<file path="src/design/pmh_map.svh">
// Functional notes
// - code 0x0030 sets coarse level 0..5 from payload byte 0 and saves it
// - code 0x0031 steps the coarse level up one and saves it
// - code 0x0032 steps the coarse level down one and saves it
// - code 0x0033 reapplies the saved level, which is 0% if never saved
// - code 0x0034 forces 0% and keeps the saved level
// - code 0x0035 changes nothing and only reports the applied and saved levels
// - code 0x0036 acts as restore when off, as off when on
// - code 0x0037 sets fine duty 0..256, no save, echoes it in bits 8-0
// - code 0x0038 returns last fine duty, zero if never set
// - coarse answers carry applied level in byte 0, saved level in byte 1
// - code 0x0040 byte 0 enables report on input zero falling edge
// - config bytes 2-1 give report interval in 5 s units, 0 disables
// - config sender becomes the concentrator for all later reports
// - autonomous reports use code 0x0041
// - report bytes: input states, output states, two 10-bit conversions
// - metering config may be broadcast; every node applies it
// - edge-only nodes survive power-off while enable is low
// - first report delayed by an offset from own node address
// - status lamp pulses once per successfully sent report
// - profiles: 0 none, 1 motor, 2 dimming, 3 metering; duty only in 2
// - plain output set and clear refused in motor or dimming profile
`ifndef PMH_MAP_SVH
`define PMH_MAP_SVH
// ----------------------------------------
// register byte offsets
// ----------------------------------------
`define PMH_OFF_CTRL 8'h00
`define PMH_OFF_CMD 8'h04
`define PMH_OFF_PAY_LO 8'h08
`define PMH_OFF_PAY_HI 8'h0c
`define PMH_OFF_ANS_LO 8'h10
`define PMH_OFF_ANS_HI 8'h14
`define PMH_OFF_STATUS 8'h18
`define PMH_OFF_NODE 8'h1c
`define PMH_OFF_REP_HDR 8'h20
`define PMH_OFF_REP_LO 8'h24
`define PMH_OFF_REP_HI 8'h28
`define PMH_OFF_REP_ACK 8'h2c
`define PMH_OFF_METER 8'h30
// ----------------------------------------
// fields and codes
// ----------------------------------------
`define PMH_CTRL_GO 8
`define PMH_ST_ANS 0
`define PMH_ST_REFUSED 1
`define PMH_CMD_IO_SET 16'h0010
`define PMH_CMD_IO_CLR 16'h0011
`define PMH_CMD_SET 16'h0030
`define PMH_CMD_UP 16'h0031
`define PMH_CMD_DOWN 16'h0032
`define PMH_CMD_ON 16'h0033
`define PMH_CMD_OFF 16'h0034
`define PMH_CMD_READ 16'h0035
`define PMH_CMD_TOGGLE 16'h0036
`define PMH_CMD_FINE 16'h0037
`define PMH_CMD_RD_FINE 16'h0038
`define PMH_CMD_METER 16'h0040
`define PMH_CMD_REPORT 16'h0041
`define PMH_PROF_NONE 2'h0
`define PMH_PROF_MOTOR 2'h1
`define PMH_PROF_DIM 2'h2
`define PMH_PROF_METER 2'h3
`define PMH_LVL_MAX 3'h5
`define PMH_FINE_FULL 9'h100
`define PMH_RESP_OKAY 2'h0
`define PMH_RESP_DECERR 2'h3
// ----------------------------------------
// timing
// ----------------------------------------
`define PMH_CLK_HZ 125000000
`define PMH_UNIT_S 5
`define PMH_SLOT_MS 10
`define PMH_BLINK_MS 50
`endif

</file>
<file path="src/design/pmh_pkg.sv">
package pmh_pkg;
  // ----------------------------------------
  // report sequencer states
  // ----------------------------------------
  typedef enum logic [1:0] {RS_OFF, RS_HOLDOFF, RS_RUN} pmh_rep_t;

  // modulator state
  typedef struct packed {
    logic [7:0] cnt;
    logic out;
  } pmh_pwm_t;

  // whole state of the command handler
  typedef struct packed {
    logic aw_got;
    logic [7:0] awaddr;
    logic w_got;
    logic [31:0] wdata;
    logic [3:0] wstrb;
    logic bvalid;
    logic [1:0] bresp;
    logic rvalid;
    logic [31:0] rdata;
    logic [1:0] rresp;
    logic [1:0] profile;
    logic [31:0] cmd;
    logic [31:0] pay_lo;
    logic [31:0] pay_hi;
    logic [31:0] ans_lo;
    logic [31:0] ans_hi;
    logic ans_valid;
    logic refused;
    logic [7:0] node;
    logic [2:0] level;
    logic [2:0] saved;
    logic on;
    logic fine_act;
    logic [8:0] fine;
    logic nvm_we;
    logic gout0;
    logic gout1;
    logic edge_en;
    logic [15:0] interval;
    logic [7:0] conc;
    pmh_rep_t rs;
    logic [31:0] unit_cnt;
    logic [15:0] per_cnt;
    logic [7:0] slots;
    logic [31:0] slot_cnt;
    logic want;
    logic rep_pend;
    logic [31:0] rep_lo;
    logic [31:0] rep_hi;
    logic led;
    logic [31:0] led_cnt;
    logic in0_s1;
    logic in0_s2;
    logic in0_d;
    logic in1_s1;
    logic in1_s2;
  } pmh_state_t;
endpackage : pmh_pkg

</file>
<file path="src/design/pmh_pwm_if.sv">
`timescale 1ns/100ps
`default_nettype none
// duty request from the handler, modulated pin back from the generator
interface pmh_pwm_if;
  logic [8:0] duty;
  logic use_pwm;
  logic io_level;
  logic pin;
  modport handler (output duty, output use_pwm, output io_level, input pin);
  modport gen (input duty, input use_pwm, input io_level, output pin);
endinterface : pmh_pwm_if
`default_nettype wire

</file>
<file path="src/design/pmh_pwm.sv">
`timescale 1ns/100ps
`default_nettype none
module pmh_pwm (
  input wire logic clk, // system clock
  input wire logic rst, // async reset, high
  pmh_pwm_if.gen pw // duty in, pin out
);
  pmh_pkg::pmh_pwm_t r_reg;
  pmh_pkg::pmh_pwm_t r_next;

  // free 256-count period; cnt < duty so 256 never drops low
  always_comb begin
    r_next = r_reg;
    r_next.cnt = r_reg.cnt + 8'h01;
    if (pw.use_pwm) begin
      r_next.out = ({1'b0, r_reg.cnt} < pw.duty);
    end else begin
      r_next.out = pw.io_level;
    end
  end

  // state register
  always_ff @(posedge clk or posedge rst) begin
    if (rst) begin
      r_reg <= '0;
    end else begin
      r_reg <= r_next;
    end
  end

  assign pw.pin = r_reg.out;
endmodule : pmh_pwm
`default_nettype wire

</file>
<file path="src/design/pmh_top.sv">
// Register access over AXI4-Lite and the placing of the registers were chosen for this implementation.
`timescale 1ns/100ps
`default_nettype none
`include "pmh_map.svh"
module pmh_top #(
  parameter int UNIT_CYCLES = `PMH_UNIT_S * `PMH_CLK_HZ, // one 5 s interval unit
  parameter int SLOT_CYCLES = `PMH_SLOT_MS * (`PMH_CLK_HZ / 1000), // per-address offset
  parameter int BLINK_CYCLES = `PMH_BLINK_MS * (`PMH_CLK_HZ / 1000) // lamp pulse
) (
  input wire logic MCLK, // system clock
  input wire logic RESET, // async reset, high
  input wire logic [7:0] S_AXI_AWADDR, // write address
  input wire logic S_AXI_AWVALID, // write address valid
  output logic S_AXI_AWREADY, // write address ready
  input wire logic [31:0] S_AXI_WDATA, // write data
  input wire logic [3:0] S_AXI_WSTRB, // byte enables
  input wire logic S_AXI_WVALID, // write data valid
  output logic S_AXI_WREADY, // write data ready
  output logic [1:0] S_AXI_BRESP, // write response
  output logic S_AXI_BVALID, // write response valid
  input wire logic S_AXI_BREADY, // write response ready
  input wire logic [7:0] S_AXI_ARADDR, // read address
  input wire logic S_AXI_ARVALID, // read address valid
  output logic S_AXI_ARREADY, // read address ready
  output logic [31:0] S_AXI_RDATA, // read data
  output logic [1:0] S_AXI_RRESP, // read response
  output logic S_AXI_RVALID, // read data valid
  input wire logic S_AXI_RREADY, // read data ready
  input wire logic GENERAL_INPUT_ZERO, // pin, falling edge may trigger report
  input wire logic GENERAL_INPUT_ONE, // pin, reported only
  input wire logic [9:0] CONV_ZERO, // conversion result 0, same clock
  input wire logic [9:0] CONV_ONE, // conversion result 1, same clock
  output logic GENERAL_OUTPUT_ZERO, // dimming output or plain output
  output logic GENERAL_OUTPUT_ONE, // plain output
  output logic NVM_WRITE, // one-cycle save strobe
  output logic [2:0] NVM_LEVEL, // level being saved
  output logic REPORT_PENDING, // report waiting for the radio
  output logic STATUS_LAMP // lamp pulse after a sent report
);
  pmh_pkg::pmh_state_t s_reg;
  pmh_pkg::pmh_state_t s_next;
  pmh_pwm_if pif ();

  // ----------------------------------------
  // helpers
  // ----------------------------------------
  // coarse level to fine counts: 0, 1, 4, 16, 64, 256
  function automatic logic [8:0] lvl_duty(input logic [2:0] l);
    case (l)
      3'h1: lvl_duty = 9'h001;
      3'h2: lvl_duty = 9'h004;
      3'h3: lvl_duty = 9'h010;
      3'h4: lvl_duty = 9'h040;
      3'h5: lvl_duty = `PMH_FINE_FULL;
      default: lvl_duty = 9'h000;
    endcase
  endfunction : lvl_duty

  // byte-lane merge honouring write strobes
  function automatic logic [31:0] merge(input logic [31:0] o, input logic [31:0] n,
                                        input logic [3:0] st);
    merge = o;
    for (int i = 0; i < 4; i++) begin
      if (st[i]) begin
        merge[8*i +: 8] = n[8*i +: 8];
      end
    end
  endfunction : merge

  // read mux; unmapped offsets answer zero with a decode error
  function automatic logic [33:0] rd_mux(input pmh_pkg::pmh_state_t s, input logic [7:0] a);
    rd_mux = {`PMH_RESP_OKAY, 32'h0000_0000};
    case (a)
      `PMH_OFF_CTRL: rd_mux[31:0] = {30'h0, s.profile};
      `PMH_OFF_CMD: rd_mux[31:0] = s.cmd;
      `PMH_OFF_PAY_LO: rd_mux[31:0] = s.pay_lo;
      `PMH_OFF_PAY_HI: rd_mux[31:0] = s.pay_hi;
      `PMH_OFF_ANS_LO: rd_mux[31:0] = s.ans_lo;
      `PMH_OFF_ANS_HI: rd_mux[31:0] = s.ans_hi;
      `PMH_OFF_STATUS: rd_mux[31:0] = {20'h0, s.on, s.saved, 1'b0, s.level,
                                       s.fine_act, s.rep_pend, s.refused, s.ans_valid};
      `PMH_OFF_NODE: rd_mux[31:0] = {24'h0, s.node};
      `PMH_OFF_REP_HDR: rd_mux[31:0] = {8'h0, s.conc, `PMH_CMD_REPORT};
      `PMH_OFF_REP_LO: rd_mux[31:0] = s.rep_lo;
      `PMH_OFF_REP_HI: rd_mux[31:0] = s.rep_hi;
      `PMH_OFF_REP_ACK: rd_mux[31:0] = 32'h0000_0000;
      `PMH_OFF_METER: rd_mux[31:0] = {s.interval, 15'h0, s.edge_en};
      default: rd_mux[33:32] = `PMH_RESP_DECERR;
    endcase
  endfunction : rd_mux

  // ----------------------------------------
  // next-state logic
  // ----------------------------------------
  always_comb begin
    logic do_wr;
    logic go;
    logic ack;
    logic fall;
    logic tick;
    logic trig;
    logic [2:0] lv;
    logic [15:0] code;
    logic [33:0] rd;
    do_wr = 1'b0;
    go = 1'b0;
    ack = 1'b0;
    fall = 1'b0;
    tick = 1'b0;
    trig = 1'b0;
    lv = 3'h0;
    code = s_reg.cmd[15:0];
    rd = '0;
    s_next = s_reg;
    s_next.nvm_we = 1'b0;

    // pin synchronisers; edge detect looks only at the second stage
    s_next.in0_s1 = GENERAL_INPUT_ZERO;
    s_next.in0_s2 = s_reg.in0_s1;
    s_next.in0_d = s_reg.in0_s2;
    s_next.in1_s1 = GENERAL_INPUT_ONE;
    s_next.in1_s2 = s_reg.in1_s1;
    fall = s_reg.in0_d & ~s_reg.in0_s2;

    // write channel: address and data taken in either order
    if (S_AXI_AWVALID && !s_reg.aw_got && !s_reg.bvalid) begin
      s_next.aw_got = 1'b1;
      s_next.awaddr = S_AXI_AWADDR;
    end
    if (S_AXI_WVALID && !s_reg.w_got && !s_reg.bvalid) begin
      s_next.w_got = 1'b1;
      s_next.wdata = S_AXI_WDATA;
      s_next.wstrb = S_AXI_WSTRB;
    end
    if (s_reg.bvalid && S_AXI_BREADY) begin
      s_next.bvalid = 1'b0;
    end
    if (s_reg.aw_got && s_reg.w_got && !s_reg.bvalid) begin
      do_wr = 1'b1;
      s_next.aw_got = 1'b0;
      s_next.w_got = 1'b0;
      s_next.bvalid = 1'b1;
      s_next.bresp = `PMH_RESP_OKAY;
    end

    // register writes
    if (do_wr) begin
      case (s_reg.awaddr)
        `PMH_OFF_CTRL: begin
          if (s_reg.wstrb[0]) begin
            s_next.profile = s_reg.wdata[1:0];
          end
          go = s_reg.wstrb[1] & s_reg.wdata[`PMH_CTRL_GO];
        end
        `PMH_OFF_CMD: s_next.cmd = merge(s_reg.cmd, s_reg.wdata, s_reg.wstrb);
        `PMH_OFF_PAY_LO: s_next.pay_lo = merge(s_reg.pay_lo, s_reg.wdata, s_reg.wstrb);
        `PMH_OFF_PAY_HI: s_next.pay_hi = merge(s_reg.pay_hi, s_reg.wdata, s_reg.wstrb);
        `PMH_OFF_STATUS: begin
          if (s_reg.wstrb[0] && s_reg.wdata[`PMH_ST_ANS]) begin
            s_next.ans_valid = 1'b0;
          end
        end
        `PMH_OFF_NODE: begin
          if (s_reg.wstrb[0]) begin
            s_next.node = s_reg.wdata[7:0];
          end
        end
        `PMH_OFF_REP_ACK: ack = s_reg.wstrb[0] & s_reg.wdata[0] & s_reg.rep_pend;
        default: s_next.bresp = `PMH_RESP_DECERR;
      endcase
    end

    // read channel; one read at a time
    if (s_reg.rvalid && S_AXI_RREADY) begin
      s_next.rvalid = 1'b0;
    end
    if (S_AXI_ARVALID && !s_reg.rvalid) begin
      rd = rd_mux(s_reg, S_AXI_ARADDR);
      s_next.rvalid = 1'b1;
      s_next.rdata = rd[31:0];
      s_next.rresp = rd[33:32];
    end

    // command execution; duty commands only in the dimming profile
    if (go) begin
      s_next.ans_valid = 1'b1;
      s_next.refused = 1'b0;
      s_next.ans_lo = 32'h0000_0000;
      s_next.ans_hi = 32'h0000_0000;
      if (code >= `PMH_CMD_SET && code <= `PMH_CMD_RD_FINE
          && s_reg.profile != `PMH_PROF_DIM) begin
        s_next.refused = 1'b1;
      end else begin
        case (code)
          `PMH_CMD_SET: begin
            if (s_reg.pay_lo[7:0] > {5'h0, `PMH_LVL_MAX}) begin
              s_next.refused = 1'b1;
            end else begin
              lv = s_reg.pay_lo[2:0];
              s_next.level = lv;
              s_next.saved = lv;
              s_next.on = 1'b1;
              s_next.fine_act = 1'b0;
              s_next.nvm_we = 1'b1;
            end
          end
          `PMH_CMD_UP, `PMH_CMD_DOWN: begin
            lv = s_reg.on ? s_reg.level : s_reg.saved;
            if (code == `PMH_CMD_UP) begin
              lv = (lv == `PMH_LVL_MAX) ? lv : lv + 3'h1;
            end else begin
              lv = (lv == 3'h0) ? lv : lv - 3'h1;
            end
            s_next.level = lv;
            s_next.saved = lv;
            s_next.on = 1'b1;
            s_next.fine_act = 1'b0;
            s_next.nvm_we = 1'b1;
          end
          `PMH_CMD_ON: begin
            s_next.level = s_reg.saved;
            s_next.on = 1'b1;
            s_next.fine_act = 1'b0;
          end
          `PMH_CMD_OFF: begin
            s_next.level = 3'h0;
            s_next.on = 1'b0;
            s_next.fine_act = 1'b0;
          end
          `PMH_CMD_TOGGLE: begin
            s_next.level = s_reg.on ? 3'h0 : s_reg.saved;
            s_next.on = ~s_reg.on;
            s_next.fine_act = 1'b0;
          end
          `PMH_CMD_FINE: begin
            s_next.fine = (s_reg.pay_lo[8:0] > `PMH_FINE_FULL) ? `PMH_FINE_FULL
                          : s_reg.pay_lo[8:0];
            s_next.fine_act = 1'b1;
            s_next.on = 1'b1;
          end
          `PMH_CMD_READ, `PMH_CMD_RD_FINE: begin
            s_next.level = s_reg.level;
          end
          `PMH_CMD_IO_SET, `PMH_CMD_IO_CLR: begin
            if (s_reg.profile == `PMH_PROF_MOTOR || s_reg.profile == `PMH_PROF_DIM) begin
              s_next.refused = 1'b1;
            end else if (s_reg.pay_lo[0]) begin
              s_next.gout1 = (code == `PMH_CMD_IO_SET);
            end else begin
              s_next.gout0 = (code == `PMH_CMD_IO_SET);
            end
          end
          `PMH_CMD_METER: begin
            // accepted whatever the destination, broadcast included
            s_next.edge_en = s_reg.pay_lo[0];
            s_next.interval = s_reg.pay_lo[23:8];
            s_next.conc = s_reg.cmd[23:16];
            s_next.rs = pmh_pkg::RS_HOLDOFF;
            s_next.slots = s_reg.node;
            s_next.slot_cnt = 32'h0;
            s_next.unit_cnt = 32'h0;
            s_next.per_cnt = 16'h0;
            s_next.want = 1'b0;
          end
          default: s_next.refused = 1'b1;
        endcase
      end
      // answers reflect the state after the command
      if (code == `PMH_CMD_FINE || code == `PMH_CMD_RD_FINE) begin
        s_next.ans_lo = {23'h0, s_next.fine};
      end else if (code >= `PMH_CMD_SET && code <= `PMH_CMD_TOGGLE) begin
        s_next.ans_lo = {16'h0, 5'h0, s_next.saved, 5'h0, s_next.level};
      end
    end

    // interval timer; zero interval never ticks
    if (s_reg.rs != pmh_pkg::RS_OFF && s_reg.interval != 16'h0) begin
      if (s_reg.unit_cnt == 32'(UNIT_CYCLES - 1)) begin
        s_next.unit_cnt = 32'h0;
        if (s_reg.per_cnt == s_reg.interval - 16'h1) begin
          s_next.per_cnt = 16'h0;
          tick = 1'b1;
        end else begin
          s_next.per_cnt = s_reg.per_cnt + 16'h1;
        end
      end else begin
        s_next.unit_cnt = s_reg.unit_cnt + 32'h1;
      end
    end
    // edge-only nodes keep no timer running, only the pin edge matters
    trig = tick | (s_reg.edge_en & fall);

    // report sequencer
    case (s_reg.rs)
      pmh_pkg::RS_OFF: begin
        s_next.want = 1'b0;
      end
      pmh_pkg::RS_HOLDOFF: begin
        if (trig) begin
          s_next.want = 1'b1;
        end
        if (s_reg.slots == 8'h0) begin
          s_next.rs = pmh_pkg::RS_RUN;
        end else if (s_reg.slot_cnt == 32'(SLOT_CYCLES - 1)) begin
          s_next.slot_cnt = 32'h0;
          s_next.slots = s_reg.slots - 8'h1;
        end else begin
          s_next.slot_cnt = s_reg.slot_cnt + 32'h1;
        end
      end
      pmh_pkg::RS_RUN: begin
        if (ack) begin
          s_next.rep_pend = 1'b0;
        end
        // a new report taken in the ack cycle stays pending
        if ((trig || s_reg.want) && (!s_reg.rep_pend || ack)) begin
          s_next.rep_pend = 1'b1;
          s_next.want = 1'b0;
          s_next.rep_lo = {7'h0, s_reg.gout1, 7'h0, pif.pin,
                           7'h0, s_reg.in1_s2, 7'h0, s_reg.in0_s2};
          s_next.rep_hi = {6'h0, CONV_ONE, 6'h0, CONV_ZERO};
        end else if (trig) begin
          s_next.want = 1'b1;
        end
      end
      default: s_next.rs = pmh_pkg::RS_OFF;
    endcase
    if (ack && s_reg.rs != pmh_pkg::RS_RUN) begin
      s_next.rep_pend = 1'b0;
    end

    // lamp pulse on each acknowledged report
    if (ack) begin
      s_next.led = 1'b1;
      s_next.led_cnt = 32'(BLINK_CYCLES - 1);
    end else if (s_reg.led_cnt != 32'h0) begin
      s_next.led_cnt = s_reg.led_cnt - 32'h1;
    end else begin
      s_next.led = 1'b0;
    end
  end

  // ----------------------------------------
  // state register
  // ----------------------------------------
  always_ff @(posedge MCLK or posedge RESET) begin
    if (RESET) begin
      s_reg <= '0; // saved level 0 stands for nothing saved
    end else begin
      s_reg <= s_next;
    end
  end

  // ----------------------------------------
  // dimming generator
  // ----------------------------------------
  assign pif.use_pwm = (s_reg.profile == `PMH_PROF_DIM);
  assign pif.io_level = s_reg.gout0;
  assign pif.duty = !s_reg.on ? 9'h000 : s_reg.fine_act ? s_reg.fine : lvl_duty(s_reg.level);

  pmh_pwm u_pwm (
    .clk(MCLK),
    .rst(RESET),
    .pw(pif.gen)
  );

  // outputs from flip-flops; the three ready signals are decoded from them
  assign S_AXI_AWREADY = ~s_reg.aw_got & ~s_reg.bvalid;
  assign S_AXI_WREADY = ~s_reg.w_got & ~s_reg.bvalid;
  assign S_AXI_BVALID = s_reg.bvalid;
  assign S_AXI_BRESP = s_reg.bresp;
  assign S_AXI_ARREADY = ~s_reg.rvalid;
  assign S_AXI_RVALID = s_reg.rvalid;
  assign S_AXI_RDATA = s_reg.rdata;
  assign S_AXI_RRESP = s_reg.rresp;
  assign GENERAL_OUTPUT_ZERO = pif.pin;
  assign GENERAL_OUTPUT_ONE = s_reg.gout1;
  assign NVM_WRITE = s_reg.nvm_we;
  assign NVM_LEVEL = s_reg.saved;
  assign REPORT_PENDING = s_reg.rep_pend;
  assign STATUS_LAMP = s_reg.led;
endmodule : pmh_top
`default_nettype wire

</file>
<file path="config.mk">
export PLATFORM = sky130hd
export DESIGN_NAME = pmh_top
export DESIGN_NICKNAME = d
export VERILOG_FILES = /design/src/design/pmh_pkg.sv /design/src/design/pmh_pwm_if.sv /design/src/design/pmh_pwm.sv /design/src/design/pmh_top.sv
export VERILOG_INCLUDE_DIRS = /design/src /design/src/design
export SDC_FILE = /design/constraint.sdc
export NUM_CORES = 1
export LEC_CHECK = 0
export BUFFER_PORTS_ARGS = -buffer_cell sky130_fd_sc_hd__buf_4
export CAP_MARGIN = 20
export CORE_MARGIN = 2
export CORE_UTILIZATION = 60
export DETAILED_ROUTE_END_ITERATION = 10
export PLACE_DENSITY = 0.91
export SLEW_MARGIN = 10
export SYNTH_ARGS = -nofsm -noshare
export SYNTH_HDL_FRONTEND = slang
export SYNTH_SLANG_ARGS = --single-unit
</file>
<file path="constraint.sdc">
create_clock -name MCLK -period 16 [get_ports MCLK]
set_input_delay 0.8 -clock MCLK [delete_from_list [all_inputs] [get_ports MCLK]]
set_output_delay 0.8 -clock MCLK [all_outputs]
set_load 0.02 [all_outputs]
</file>
; Word-level counts from Yosys, hierarchy flattened
; Index checks and enable logic that the tools add are counted.
[totals]
elab_cells = 285
ff_bits = 411
[classes]
reduce_logical = 75
muxes = 74
n_bitwise = 17
add_sub_neg = 9
n_eq_ne = 48
n_lt_le_gt_ge = 6
[op_table]
columns = op, count
row1 = $pmux 32 s11, 1
row2 = $eq 16x6->1 const B, 9
row3 = $mux 136, 1
row4 = $mux 65, 2
row5 = $mux 119, 1
row6 = $mux 116, 1
row7 = $mux 32, 3
row8 = $mux 40, 2
row9 = $add 32x1->32 const B, 2
row10 = $reduce_and 3->1, 17
row11 = $eq 8x5->1 const B, 6
row12 = $eq 8x6->1 const B, 6
row13 = $mux 48, 1
row14 = $mux 9, 5
row15 = $pmux 9 s5, 1
row16 = $mux 37, 1
row17 = $mux 35, 1
row18 = $mux 33, 1
row19 = $eq 16x5->1 const B, 2
row20 = $eq 32x21->1 const B, 1
row21 = $eq 32x30->1 const B, 1
row22 = $eq 8x4->1 const B, 4
row23 = $le 16x6->1 const B, 2
row24 = $mux 16, 2
row25 = other kinds (54), 156

; Logic depth before layout (Yosys ltp)
[logic_depth]
word_depth = 11
depth_mapped = 12

; Cells and area by module
; Synthesis repeated with hierarchy kept, for this count alone.
[unflattened]
hier_cells = 2042
hier_area_um2 = 20597.3
[by_module_without_submodules]
columns = module, area_per_inst_um2, seq_area_each_um2, cells_per_inst, instances
row1 = pmh_top, 20073.0, 10009.6, 1992, 1
row2 = pmh_pwm, 524.3, 225.2, 50, 1

; Worst setup path after synthesis
; No wires, ideal clock.
[synth_timing]
path_type = flip-flop to flip-flop
start = reg s_reg[202] in the netlist's numbering
end = reg s_reg[38] in the netlist's numbering
stages_incl_launch_ff = 12
setup_ns = 0.125
setup_slack_ns = 13.006
path_buffers = 1
t_arrival_ns = 2.869
cell_sequence = dfrtp_1 inv_1 ha_1 nor4b_1 o2111a_1 or3_1 nand4_1 nor4b_1 a21oi_2 a21oi_4 buf_12 mux2_4
[synth_between]
elab_chain_cells = 9
[synth_lines]
columns = element, line_no
row1 = start: declaration, pmh_top.sv:40  ; pmh_pkg::pmh_state_t s_reg;
row2 = start signal: assignment, pmh_top.sv:350  ; s_reg <= s_next;
row3 = $sub 16x1->16, pmh_top.sv:280  ; if (s_reg.per_cnt == s_reg.interval - 16'h1) begin
row4 = $eq 16x16->1, pmh_top.sv:280
row5 = $mux 1, pmh_top.sv:280
row6 = $mux 1, pmh_top.sv:278  ; if (s_reg.unit_cnt == 32'(UNIT_CYCLES - 1)) begin
row7 = $mux 1 (*), pmh_top.sv:277  ; if (s_reg.rs != pmh_pkg::RS_OFF && s_reg.interval != 16'h0) begin
row8 = $or 1x1->1 (*), pmh_top.sv:291  ; trig = tick | (s_reg.edge_en & fall);
row9 = $logic_or 1x1->1 (*), pmh_top.sv:316  ; if ((trig || s_reg.want) && (!s_reg.rep_pend || ack)) begin
row10 = $logic_and 1x1->1 (*), pmh_top.sv:316
row11 = $reduce_and 2->1 (no line) (*), --
; Mark *: on every way between the ends. The rest lies on a longest branch, timed or not.
; A chain may end at the register's enable or synchronous reset.

; Worst setup path in the final report
[layout_timing]
start = reg s_reg[390] in the netlist's numbering
end = reg s_reg[188] in the netlist's numbering
[layout_between]
elab_chain_cells = 5
[layout_lines]
columns = element
row1 = $ge 16x6->1 (no line) or $le 16x6->1 (tied branches)
row2 = $logic_and 1x1->1 (no line) (2 in series)
row3 = $ne 2x1->1 (no line)
row4 = $reduce_and 3->1 (no line) (*)
; Marks and branches as above.

==> impl_results.md <==
- Run status: completed
- VDD IR max: 0.116 mV
- H-tree depth: 2
- CP required: approximately 16 ns
- Min Tclk post-route: 4.31 ns
- DR iter-0 viols: 2169
- Worst-path clk slew: 0.06 ns
- RR Endpoint: s_reg[188]
- Core Rows: 67
- Post-DP HPWL: approximately 37 mm
- Starting density of the core: 61.1%
- Slew HR: approximately 23%
- Max-Cap Viols: 0
- # diodes: 0
- Mean Syn Cell Area: approximately 10 µm²
- Vias per cell: 6.67
- DRC Markers: 0
- Critical Setup Path Class: register to register
- Reg2reg start: s_reg[390]
- Hold Path Class: register to register
- Total negative slack: 0 ns
- Clock Skew: 0.0210 ns
- Power Dens Cells: approximately 120 nW/µm²
- Number of global-route vias before repair: about 17000
- Gate Count Post-Synth: 2019
- I/O pin count: 130
- Longest Clk Path Bufs: 3
- Async set-reset flop share out of synthesis: 100%
- R2R depth: 8
- Area delta synth->final: 12.1%
- Cts repair resizes: 0
- Clock root buffer: clkbuf_16
- Hold Buf Count CTS: 0
- Routability cong.: 0.952
- DIE WIDTH: 189 µm
- Number of synthesized register bits: 409
- Initial antenna violation count: 0
- Layout cells sized above 1: 20.3%
- Util after Layout: between 60% and 70%
- Chip Height: 189 µm
- Final wirelength: 56.6 mm
- Top FF cell, synth: dfrtp_1
- Total GRT Usage: 31.7%
- Largest net degree at the start of global routing: 108
- CP startpoint: s_reg[390]
- Worst Setup EP: s_reg[188]
- CP max FO: 32
- GRT Residual Overflow: 0
- CP startpoint kind: register
- CP Capture Type: register
- Final hold viol count: 0
- Synthesized area: 20500 µm²
- Crit path arrival time: 4.76 ns
- Routed length per instance: 22.2 µm
- Leakage: about 11 nW
- Syn nets: 2121
- Final Cycle Share: a little over a quarter
- YS warnings: 0
- Number of port buffers: 129
- CTS tree: done
- Final setup vio count: 0
- Die ar.: roughly 36000 µm²
- First-pass GRT wire length: 90.7 mm
- Highest clock rate: 232 MHz
- Detailed Routing Iterations Pass 1: 7
- RSZ-0062 raised after global routing: false
- Antenna Nets Post-Route: 0
- Clock sinks: 409
- Worst-Margin Slew: 1.16 ns
- Yosys cell types: 82
- Slack of the worst reg-to-reg path: 11.69 ns
- Post-synth EDFFs: 0
- Final #Nets: 2181
- Postcts setup bufs: 0
- Max reg flops: 353
- Post-synthesis sequential area ratio: 49.9%
- Core area: 33600 µm²
- Vias: 17000
- Max-slew violations: 0
- Worst skew pair latency: 0.55 ns
- CTS Buf Count: 42
[how the worst min path moves through the flow]
stage,start,cells past startpoint,to
2_1_floorplan,s_next[3],0,s_next[2]
3_3_place_gp,s_next[0],0,s_reg[0]
3_5_place_dp,s_next[0],0,s_reg[0]
4_1_cts,s_next[0],0,s_reg[0]
5_1_grt,s_next[0],0,s_reg[0]
6_report,s_next[0],0,s_reg[0]
[layer usage]
metal | routed length [µm] | part of all wire [%] | up-vias | global-route usage (%)
met4 | 2810 | 5.0 | 0 | 15.4
met3 | 6010 | 11 | 245 | 6.65
met1 | 21600 | 38 | 8289 | 42.0
met2 | 26200 | 46 | 1092 | 49.8
li1 | - | - | 7410 | -
met5 | 0 | 0 | - | 0
[placed cells by master (no fill, tap or decap), types with 11 or more instances in the layout]
cell / count
ha_1: 21
a21oi_1: 37
nand2b_1: 23
inv_1: 25
a221oi_1: 14
mux2_2: 164
nand2_1: 253
or3_1: 12
or4_1: 11
buf_4: 146
nor4_1: 31
dfrtp_1: 409
and2_1: 22
nor2_1: 170
and3_1: 32
a222oi_1: 16
nor2b_1: 24
nand4_1: 21
nor3_1: 30
o31ai_1: 26
a22oi_1: 40
clkbuf_16: 43
a22o_1: 14
nand3_1: 76
mux2_4: 20
a31oi_1: 38
nor4b_1: 15
o21ai_0: 156
xor2_1: 26
xnor2_1: 30
[report_power, final]
part | total, W | internal (W) | switching (W) | leakage, nW
Sequential | 0.00130 | 0.00115 | 0.000148 | 5.52
Clock | 0.00103 | 0.000611 | 0.000418 | 0.700
Combinational | 0.000348 | 0.000167 | 0.000181 | 4.34
Total | 0.00267 | 0.00193 | 0.000748 | 10.6
[area by class of cell]
type                            count  area, µm²
Multi-Input combinational cell   1448       9510
Fill cell                        2263      10600
Tap cell                          448        561
Sequential cell                   409      10200
Inverter                           27        109
Clock inverter                     14        223
Clock buffer                       57       1210
Timing Repair Buffer              151       1170
[per-stage QoR]
stage                     hold slack, ns  total power (W)  cell area, µm²  std cells  setup slack [ns]
after floorplan                    0.331          0.00150           20500       2019              3.82
after global placement             0.334          0.00161           21500       2478             11.96
after detailed placement           0.346          0.00164           21500       2478             11.78
after CTS                          0.352          0.00266           22900       2549             11.76
after global routing               0.354          0.00275           23000       2554             11.46
final                              0.339          0.00267           23000       2554             11.69
[cells by family after synthesis]
logic type | share of synthesized area, %
compound gates | 13.0
xor+xnor | 2.39
fa+ha+maj | 1.28
buf+inv | 3.93
flops | 49.9
mux | 11.0
simple gates | 18.5
[Yosys cell counts (all sizes together), types with 8 or more instances]
cell type	count	area share, %
a222oi	16	0.78
and3	32	0.98
buf	54	2.0
clkbuf	81	1.5
a41oi	8	0.34
inv	27	0.49
xnor2	30	1.3
nor4b	16	0.71
and2	23	0.70
a21oi	39	1.0
xor2	26	1.1
nand4	22	0.70
or4	11	0.40
nand2b	23	0.70
o31ai	26	0.95
nor2	173	3.2
a221oi	14	0.60
nand2	253	4.6
nand3	76	1.9
mux2	184	10
nor2b	26	0.79
a31oi	38	1.2
and4	8	0.35
a22o	14	0.60
o21ai	156	3.8
dfrtp	409	50
nor3	30	0.73
a22oi	40	1.5
or3	12	0.37
mux2i	9	0.44
nor4	33	1.2
nand3b	10	0.37
ha	21	1.3
[critical path, stage by stage, from the launching register on]
cell      delay, ns
dfrtp_1        0.41
nor4_1         0.66
nand4_1        0.52
o311ai_1       0.84
nand2b_1       0.20
buf_4          0.35
and2_1         0.85
o21ai_0        0.24
o21ai_0        0.13
Note: power is estimated with default switching activity, not from simulation.
